$ cat src/gec_pkg.sv
package gec_pkg;

  // ----------------------------------------------------------------
  // Configuration space byte offsets
  // ----------------------------------------------------------------
  localparam logic [7:0]  GEC_OFS_CTRL_LO   = 8'h86;
  localparam logic [7:0]  GEC_OFS_CTRL_HI   = 8'h87;
  localparam logic [7:0]  GEC_OFS_STATUS    = 8'h88;
  localparam logic [7:0]  GEC_OFS_ENABLE    = 8'h89;

  // ----------------------------------------------------------------
  // General control layout and reset values
  // ----------------------------------------------------------------
  localparam logic [15:0] GEC_CTRL_RESET    = 16'h0003;
  // Bits that only the global reset clears
  localparam logic [15:0] GEC_CTRL_STICKY   = 16'h5c80;
  localparam int          GEC_BIT_STYLE     = 14;
  localparam int          GEC_BIT_LIMIT     = 12;
  localparam int          GEC_BIT_BASE      = 11;
  localparam int          GEC_BIT_SWITCH    = 10;
  localparam int          GEC_BIT_SC_OFF    = 7;
  localparam int          GEC_ARB_LSB       = 0;

  typedef enum logic [1:0] {
    GEC_ARB_OHCI   = 2'h0,
    GEC_ARB_CARD   = 2'h1,
    GEC_ARB_RSVD   = 2'h2,
    GEC_ARB_ROUND  = 2'h3
  } gec_arb_t;

  // ----------------------------------------------------------------
  // Event status and enable layout
  // ----------------------------------------------------------------
  localparam logic [7:0]  GEC_STAT_RESET    = 8'h00;
  localparam logic [7:0]  GEC_EN_RESET      = 8'h00;
  localparam logic [7:0]  GEC_EVT_MASK      = 8'hdf;
  localparam int          GEC_BIT_PWR       = 7;
  localparam int          GEC_BIT_VPP       = 6;
  localparam int          GEC_BIT_RSVD      = 5;
  localparam int          GEC_NUM_GPIN      = 5;
  localparam int          GEC_PWR_W         = 4;

endpackage

$ cat src/gec_change_det.sv
module gec_change_det
  import gec_pkg::*;
#(
  parameter int W = 1
)
(
  input  wire logic         mclk,
  input  wire logic         rst_n,
  input  wire logic [W-1:0] level,
  input  wire logic [W-1:0] arm,
  output logic      [W-1:0] change
);

  logic [W-1:0] prev;
  logic [W-1:0] next_prev;
  logic         primed;

  // ----------------------------------------------------------------
  // Level history
  // ----------------------------------------------------------------
  // First cycle after reset only samples, so a high input is not
  // mistaken for a transition out of the reset value.
  always_comb
  begin
    next_prev = level;
  end

  always_ff @(posedge mclk or negedge rst_n)
  begin
    if (!rst_n)
    begin
      prev   <= '0;
      primed <= 1'b0;
    end
    else
    begin
      prev   <= next_prev;
      primed <= 1'b1;
    end
  end

  genvar i;
  generate
    for (i = 0; i < W; i++)
    begin : g_bit
      assign change[i] = primed & arm[i] & (level[i] ^ prev[i]);
    end
  endgenerate

endmodule

$ cat src/gec_regs.sv
// Behaviour
// RL1 - Two-bit field picks arbitration: 00 OHCI, 01 card bus, 11 round robin.
// RL2 - Control bit 14 picks smart card interface: 0 EMV, 1 legacy style.
// RL3 - Limit-select bit one makes bit 0 of I/O limit registers read one.
// RL4 - Base-select bit one makes bit 0 of I/O base registers read one.
// RL5 - Control bit 10 picks power switch: 0 is 1.8 V, 1 is 12 V.
// RL6 - Control bit 7 set turns the smart card function fully off.
// RL7 - Reserved control bits are plain read/write storage without effect.
// RL8 - Bits 14,12,11,10,7 and event flags cleared only by global reset.
// RL9 - Status bit 7 sets when socket power state is changed.
// RL10 - Status bit 6 sets when requested Vpp moves to or from 12 V.
// RL11 - Input flags set on level change of pins configured as inputs.
// RL12 - Status bit 5 reads zero and ignores writes.
// RL13 - Event flags are sticky until cleared and reset to zero.
// RL14 - Event output, active low, signals when event flags are set.
// RL15 - Event output only for flags whose enable bit is set.
// RL16 - Writing one clears a flag, writing zero leaves it.
module gec_regs
  import gec_pkg::*;
(
  input  wire logic                    mclk,
  input  wire logic                    rst_n,
  input  wire logic                    bus_reset_n,
  input  wire logic [7:0]              cfg_addr,
  input  wire logic                    cfg_wr,
  input  wire logic                    cfg_rd,
  input  wire logic [7:0]              cfg_wdata,
  output logic      [7:0]              cfg_rdata,
  input  wire logic [GEC_PWR_W-1:0]    socket_power_state,
  input  wire logic                    vpp_is_12v,
  input  wire logic [GEC_NUM_GPIN-1:0] multipin_level,
  input  wire logic [GEC_NUM_GPIN-1:0] multipin_is_input,
  output logic      [1:0]              arbitration_priority,
  output logic                         smartcard_style_choice,
  output logic                         power_switch_type,
  output logic                         smartcard_off,
  output logic                         io_limit_bit0,
  output logic                         io_base_bit0,
  output logic                         general_event_out_n
);

  logic [15:0]              ctrl;
  logic [15:0]              next_ctrl;
  logic [7:0]               stat;
  logic [7:0]               next_stat;
  logic [7:0]               evt_en;
  logic [7:0]               next_evt_en;
  logic [7:0]               next_rdata;
  logic                     next_event_n;
  logic [GEC_PWR_W-1:0]     pwr_prev;
  logic                     vpp_prev;
  logic                     pwr_chg;
  logic                     vpp_chg;
  logic                     state_primed;
  logic [GEC_NUM_GPIN-1:0]  gp_chg;
  logic [7:0]               set_bits;
  logic [7:0]               clr_bits;

  function automatic logic hit(input logic [7:0] a, input logic [7:0] o);
    hit = (a == o);
  endfunction

  // ----------------------------------------------------------------
  // Event sources
  // ----------------------------------------------------------------
  gec_change_det #(.W(GEC_NUM_GPIN)) u_gpin_det
  (
    .mclk   (mclk),
    .rst_n  (rst_n),
    .level  (multipin_level),
    .arm    (multipin_is_input),
    .change (gp_chg)                                      // see RL11
  );

  always_ff @(posedge mclk or negedge rst_n)
  begin
    if (!rst_n)
    begin
      pwr_prev     <= '0;
      vpp_prev     <= 1'b0;
      state_primed <= 1'b0;
    end
    else
    begin
      pwr_prev     <= socket_power_state;
      vpp_prev     <= vpp_is_12v;
      state_primed <= 1'b1;
    end
  end

  assign pwr_chg = state_primed & (pwr_prev != socket_power_state); // see RL9
  assign vpp_chg = state_primed & (vpp_prev != vpp_is_12v);        // see RL10
  // Flag 5 never sets
  assign set_bits = {pwr_chg, vpp_chg, 1'b0, gp_chg};      // see RL12
  assign clr_bits = (cfg_wr && hit(cfg_addr, GEC_OFS_STATUS)) ?
                    (cfg_wdata & GEC_EVT_MASK) : 8'h00;     // see RL16

  // ----------------------------------------------------------------
  // Register next values
  // ----------------------------------------------------------------
  always_comb
  begin
    next_ctrl   = ctrl;
    next_evt_en = evt_en;
    // Bus reset restores only the bits that are not sticky
    if (!bus_reset_n)
      next_ctrl = (ctrl & GEC_CTRL_STICKY)
                | (GEC_CTRL_RESET & ~GEC_CTRL_STICKY);      // see RL8
    else if (cfg_wr && hit(cfg_addr, GEC_OFS_CTRL_LO))
      next_ctrl[7:0] = cfg_wdata;                           // see RL7
    else if (cfg_wr && hit(cfg_addr, GEC_OFS_CTRL_HI))
      next_ctrl[15:8] = cfg_wdata;                          // see RL7
    else if (cfg_wr && hit(cfg_addr, GEC_OFS_ENABLE))
      next_evt_en = cfg_wdata & GEC_EVT_MASK;               // see RL15
    // Set wins over a clear in the same cycle
    next_stat = ((stat & ~clr_bits) | set_bits)
              & GEC_EVT_MASK;                               // see RL13
    next_event_n = ~|(next_stat & next_evt_en);             // see RL14
    if (!cfg_rd)
      next_rdata = cfg_rdata;
    else if (hit(cfg_addr, GEC_OFS_CTRL_LO))
      next_rdata = ctrl[7:0];
    else if (hit(cfg_addr, GEC_OFS_CTRL_HI))
      next_rdata = ctrl[15:8];
    else if (hit(cfg_addr, GEC_OFS_STATUS))
      next_rdata = stat;
    else if (hit(cfg_addr, GEC_OFS_ENABLE))
      next_rdata = evt_en;
    else
      next_rdata = 8'h00;
  end

  // Only the global reset reaches flags and sticky bits
  always_ff @(posedge mclk or negedge rst_n)
  begin
    if (!rst_n)
    begin
      ctrl                <= GEC_CTRL_RESET;
      stat                <= GEC_STAT_RESET;                // see RL13
      evt_en              <= GEC_EN_RESET;
      cfg_rdata           <= 8'h00;
      general_event_out_n <= 1'b1;
    end
    else
    begin
      ctrl                <= next_ctrl;
      stat                <= next_stat;
      evt_en              <= next_evt_en;
      cfg_rdata           <= next_rdata;
      general_event_out_n <= next_event_n;
    end
  end

  // ----------------------------------------------------------------
  // Control outputs
  // ----------------------------------------------------------------
  // Code 10 is passed through; the arbiter treats it as it likes
  assign arbitration_priority   = ctrl[GEC_ARB_LSB +: 2];  // see RL1
  assign smartcard_style_choice = ctrl[GEC_BIT_STYLE];     // see RL2
  assign io_limit_bit0          = ctrl[GEC_BIT_LIMIT];     // see RL3
  assign io_base_bit0           = ctrl[GEC_BIT_BASE];      // see RL4
  assign power_switch_type      = ctrl[GEC_BIT_SWITCH];    // see RL5
  assign smartcard_off          = ctrl[GEC_BIT_SC_OFF];    // see RL6
endmodule

$ cat config.mk
export PLATFORM = sky130hd
export DESIGN_NAME = gec_regs
export DESIGN_NICKNAME = d
export VERILOG_FILES = /design/src/gec_pkg.sv /design/src/gec_change_det.sv /design/src/gec_regs.sv
export SDC_FILE = /design/constraint.sdc
export NUM_CORES = 1
export LEC_CHECK = 0
export BUFFER_PORTS_ARGS = -buffer_cell sky130_fd_sc_hd__buf_4
export CORE_MARGIN = 2
export CORE_UTILIZATION = 30
export CTS_CLUSTER_SIZE = 14
export DETAILED_ROUTE_END_ITERATION = 10
export GPL_TIMING_DRIVEN = 0
export PLACE_DENSITY_LB_ADDON = 0.15
export SYNTH_ARGS = -nofsm -noshare
export SYNTH_HDL_FRONTEND = slang
export SYNTH_HIERARCHICAL = 1
export SYNTH_SLANG_ARGS = --single-unit
$ cat constraint.sdc
create_clock -name mclk -period 1.22 [get_ports mclk]
set_input_delay 0.183 -clock mclk [delete_from_list [all_inputs] [get_ports mclk]]
set_output_delay 0.183 -clock mclk [all_outputs]
set_load 0.005 [all_outputs]
After elaboration in Yosys (flattened, before gate mapping)
Cells that the tools add are included.
W data, S select, Z words.
- add/subtract/negate cells: 0
- $mul: 0
- div/mod/pow operators: 0
- $lt $le $gt $ge: 0
- eq/ne operators: 9
- shifts and indexed selects: 0
- multiplexer cells: 13
- bitwise gates (word level): 22
- reductions and logical operators: 9
- operator list (cell ; count):
    $mux W8 ; 12
    $eq A8 B8 Y1 const B ; 4
    $and A8 B8 Y8 ; 2
    $mux W16 ; 1
    $and A1 B1 Y1 ; 12
    $not A8 Y8 ; 1
    $or A8 B8 Y8 ; 1
    $reduce_or A8 Y1 ; 1
    $xor A1 B1 Y1 ; 5
    $logic_and A1 B1 Y1 ; 4
    $ne A2 B1 Y1 const B ; 2
    $ne A4 B4 Y1 ; 1
    $reduce_and A2 Y1 ; 2
    $reduce_and A3 Y1 ; 1
    $ne A2 B2 Y1 const B ; 1
    $logic_not A1 Y1 ; 1
    $ne A1 B1 Y1 ; 1
    $not A1 Y1 ; 1
- register bits: 51
- bits in latches: 0
- memory bits (writable): 0
- bits in read-only memories: 0
- input port bits: 36
- output and inout port bits: 16
- logic and storage cells: 65
- memories: 0

Depth between registers and ports, before layout
- word-level depth: 9
- gate-level depth with buffers: 6

By module
Netlist, hierarchy kept.
- modules (own cells, without submodules) (module ; times used ; cells each ; area an instance (um^2) ; sequential area each (um^2)):
    gec_regs ; 1 ; 181 ; 2013.2 ; 1129.8
    gec_change_det ; 1 ; 17 ; 229.0 ; 150.1

Worst setup path after synthesis
OpenSTA, ideal clock, no wires.
- path type: input-to-reg
- start point: in cfg_wr
- end point: reg general_event_out_n
- setup time: 0.062 ns
- arrival: 1.525 ns
- required time: 1.158 ns
- setup slack: -0.367 ns
- cell stages on the path: 6
- cell sequence: clkbuf_1 > and2_1 > nand4_4 > mux2_2 > a222oi_1 > and3_1
- longest elaborated chain between the ends: 8
- RTL lines (element ; line ; text):
    from (decl) ; gec_regs.sv:25 ; input wire logic cfg_wr,
    $logic_and A1 B1 Y1 ; gec_regs.sv:113 ; else if (cfg_wr && hit(cfg_addr, GEC_OFS_ENABLE))
    $mux W8 ; gec_regs.sv:113 ;
    $mux W8 ; gec_regs.sv:111 ; else if (cfg_wr && hit(cfg_addr, GEC_OFS_CTRL_HI))
    $mux W8 * ; gec_regs.sv:109 ; else if (cfg_wr && hit(cfg_addr, GEC_OFS_CTRL_LO))
    $mux W8 * ; gec_regs.sv:106 ; if (!bus_reset_n)
    named net next_evt_en[4] ; gec_regs.sv:47 ; logic [7:0] next_evt_en;
    $and A8 B8 Y8 * ; gec_regs.sv:118 ; next_event_n = ~|(next_stat & next_evt_en);
    $reduce_or A8 Y1 * ; gec_regs.sv:118 ;
    $logic_not A1 Y1 * ; gec_regs.sv:118 ;
    named net next_event_n ; gec_regs.sv:49 ; logic next_event_n;
    to (signal assigned) ; gec_regs.sv:150 ; general_event_out_n <= next_event_n;
    to (decl) ; gec_regs.sv:39 ; output logic general_event_out_n
Mark *: on every way through the listed nets, which the timed path passes. The rest lies on a longest branch.
A chain may end at the register's enable or synchronous reset.

Final worst setup path
- start point: in cfg_addr[4]
- end point: reg general_event_out_n
- longest elaborated chain between the ends: 9
- RTL lines (element ; line ; text):
    from (decl) ; gec_regs.sv:24 ; input wire logic [7:0] cfg_addr,
    $eq A8 B8 Y1 ; gec_regs.sv:60 ; hit = (a == o);
    $logic_and A1 B1 Y1 ; gec_regs.sv:113 ;
    $mux W8 ; gec_regs.sv:113 ;
    $mux W8 ; gec_regs.sv:111 ;
    $mux W8 * ; gec_regs.sv:109 ;
    $mux W8 * ; gec_regs.sv:106 ;
    named net next_evt_en[6] ; gec_regs.sv:47 ;
    $and A8 B8 Y8 * ; gec_regs.sv:118 ;
    $reduce_or A8 Y1 * ; gec_regs.sv:118 ;
    $logic_not A1 Y1 * ; gec_regs.sv:118 ;
    named net next_event_n ; gec_regs.sv:49 ;
Marked as above.

==> flow_summary.json <==
{
  "antenna_found_initial": 0,
  "die_h_um": 90.5,
  "run_status": "finished with violations",
  "wl_per_cell_um": 15.3,
  "clock.fmax_ghz": 0.679,
  "hp-class": "input port to flip-flop",
  "ys_ff_latch": 51,
  "fin_cells": 371,
  "htree_levels": 2,
  "drc": 0,
  "grt_max_degree": 52,
  "yosys.area.top_type": "dfrtp_1",
  "required_ns": 1.46,
  "violations": "setup timing",
  "clkPwrFrac_pct": 30.3,
  "clock_latency_ns": 0.30,
  "clk_pin_slew_ns": 0.08,
  "path_max_fanout": 5,
  "grt_overflow": 0,
  "area_delta_synth_final_pct": 42.4,
  "hold_ws_ns": 0.126,
  "ant_nets": 0,
  "grtUsageTotal_pct": 14.5,
  "hpwl_um": 3930,
  "wl_um": 5660,
  "fp-row-count": 31,
  "p_per_area_mw_per_mm2": 968,
  "setup_slack_ns": -0.253,
  "drv_slew": 0,
  "r2r.worst_path.cells": 6,
  "avgSynthCellArea_um2": 11.3,
  "first_pass_iters": 5,
  "nFillCells": 716,
  "drt_iter0_markers": 78,
  "arrival_ns": 1.72,
  "dp.cells": 346,
  "period_share_pct": 121,
  "nets": 307,
  "end_kind": "flip-flop",
  "relSlewSlack_pct": 56.6,
  "io-pin-count": 52,
  "finalCriticalPeriod_ns": 1.47,
  "globalplace.congestion": 0.800,
  "worstSetupPathType": "input port to flip-flop",
  "vias": 1772,
  "vdd_drop_max_v": 0.000520,
  "layout_common_cells": "buf_4, dfrtp_1, nor2_1",
  "syn_area_mm2": 0.00224,
  "dieArea_mm2": 0.00818,
  "die_w_um": 90.5,
  "ys_seq_area_share_pct": 57.1,
  "cp-start-kind": "input port",
  "layout_commonest_cell": "buf_4",
  "p_leak_uw": 0.00142,
  "clock-skew-final_ns": 0.00549,
  "p_sw_uw": 735,
  "coreArea_mm2": 0.00725,
  "cts_max_path_buffers": 2,
  "cts_root_buf": "clkbuf_8",
  "intPower_uw": 2360,
  "worst_pin_slew_ns": 0.651,
  "rsz0062_at_grt": "true",
  "n_antenna_cell": 0,
  "synth.top_cell.area_share_pct": 53.6,
  "setup_tns_ns": -2.58,
  "drv_cap": 0,
  "drive_above_1_share_pct": 46.0,
  "vias_per_cell": 4.78,
  "swShare_pct": 23.8,
  "yosysWarnings": 6,
  "portBuffers": 49,
  "p_seq_share_pct": 57.6,
  "setup_viol": 25,
  "initial_utilization_pct": 30.9,
  "synth_area_leaders": "dfrtp_1, mux2_2, a22oi_1",
  "syn_nets": 234,
  "final_core_util_pct": 44.0,
  "ys_types": 35,
  "cts_tree": "built",
  "synth_cells": 198,
  "p_comb_share_pct": 12.1,
  "grt_pass1_vias": 1787,
  "grt_pass1_wl_um": 9250,
  "clock_sinks": 51,
  "hold_viol_final": 0,
  "cts_made_buffers": 5,
  "worstHoldPathCells": 2
}
==> worst paths after layout <==
path | startpoint | slack (ns) | to
max | cfg_addr[4] | -0.25 | general_event_out_n$_DFF_PN1_
min | cfg_wdata[2] | 0.13 | stat[2]$_DFF_PN0_
max reg2reg | u_gpin_det/prev[4]$_DFF_PN0_ | -0.21 | general_event_out_n$_DFF_PN1_
min reg2reg | ctrl[4]$_DFFE_PN0P_ | 0.52 | ctrl[4]$_DFFE_PN0P_
max in group asynchronous | rst_n | 0.34 | u_gpin_det/prev[3]$_DFF_PN0_
min in group asynchronous | rst_n | 0.44 | ctrl[5]$_DFFE_PN0P_
==> worst max-delay path: stages <==
cell,delay [ns]
buf_6,0.10
nor4b_4,0.38
nand4_4,0.21
buf_4,0.20
mux2_2,0.28
a22oi_2,0.18
and3_1,0.19
==> flip-flops by register name, indices dropped and copies added, names as in the netlist <==
| signal | flops |
|---|---|
| cfg_rdata | 8 |
| ctrl | 16 |
| evt_en | 7 |
| general_event_out_n | 1 |
| pwr_prev | 4 |
| stat | 7 |
| state_primed | 1 |
| u_gpin_det/prev | 5 |
| u_gpin_det/primed | 1 |
| vpp_prev | 1 |
==> per-layer routing <==
metal / vias up / share of wire, % / GRT usage (%)
met5: - / 0 / 0
met4: 0 / 1.1 / 3.85
met3: 7 / 4.4 / 2.84
met2: 52 / 48 / 23.7
met1: 857 / 46 / 19.7
li1: 856 / - / -
==> power by group through the flow <==
stage / logic, µW / clock network, µW / registers [µW]
after floorplan: 114 / 0 / 1810
after CTS: 371 / 972 / 1780
after global placement: 329 / 0 / 1810
final: 373 / 936 / 1780
after detailed placement: 331 / 0 / 1810
after global routing: 414 / 1030 / 1790
==> per-stage QoR <==
stage / power (µW) / area, µm² / worst slack [ns]
after floorplan: 1920 / 2260 / -0.355
after global placement: 2140 / 2750 / -0.695
after detailed placement: 2150 / 2750 / -0.713
after CTS: 3130 / 3080 / -0.314
after global routing: 3230 / 3190 / -0.351
final: 3090 / 3190 / -0.253
==> cells by family (layout without fill, tap and decap cells) <==
family	Yosys count	after routing	synth area share, %
simple gates	63	63	15.6
other cells	2	2	0.335
mux	12	12	6.03
compound gates	43	43	13.8
buf+inv	17	91	3.29
xor+xnor	10	10	3.91
flops	51	51	57.1
==> timing repair <==
item | in CTS | in global routing
gates resized for setup | 31 | 29
setup buffers | 5 | 3
pin swaps | 18 | 25
gates cloned | 1 | 1
hold buffers | 11 | 0
endpoints found under the setup margin | 26 | 26
hold endpoints to repair | 58 | 0
==> area by class of cell <==
cell class	instances	area [µm²]	share of cell area, %
Multi-Input combinational cell	130	1060	33.2
Sequential cell	51	1280	40.1
Tap cell	99	124	3.88
Clock inverter	1	5.00	0.157
Inverter	6	22.5	0.706
Clock buffer	7	76.3	2.39
Timing Repair Buffer	70	572	17.9
Buffer	7	53.8	1.69
==> synth_stat cells <==
master / instances
a21boi_0: 9
a21o_1: 1
a21oi_1: 1
a222oi_1: 1
a22o_1: 1
a22oi_1: 17
a2bb2oi_1: 1
a31oi_1: 11
and2_1: 2
and3_1: 9
and4bb_2: 1
buf_1: 1
buf_2: 2
buf_4: 2
clkbuf_1: 6
conb_1: 2
dfrtp_1: 48
dfstp_2: 3
inv_1: 6
mux2_2: 12
nand2_1: 22
nand3_1: 6
nand3b_1: 1
nand4_1: 3
nand4_4: 1
nor2_1: 12
nor2b_1: 1
nor3_1: 1
nor3_2: 1
nor3b_1: 1
nor4b_4: 1
o21ai_0: 1
or4b_1: 1
xnor2_1: 4
xor2_1: 6
Power figures use the tool's default switching activity.
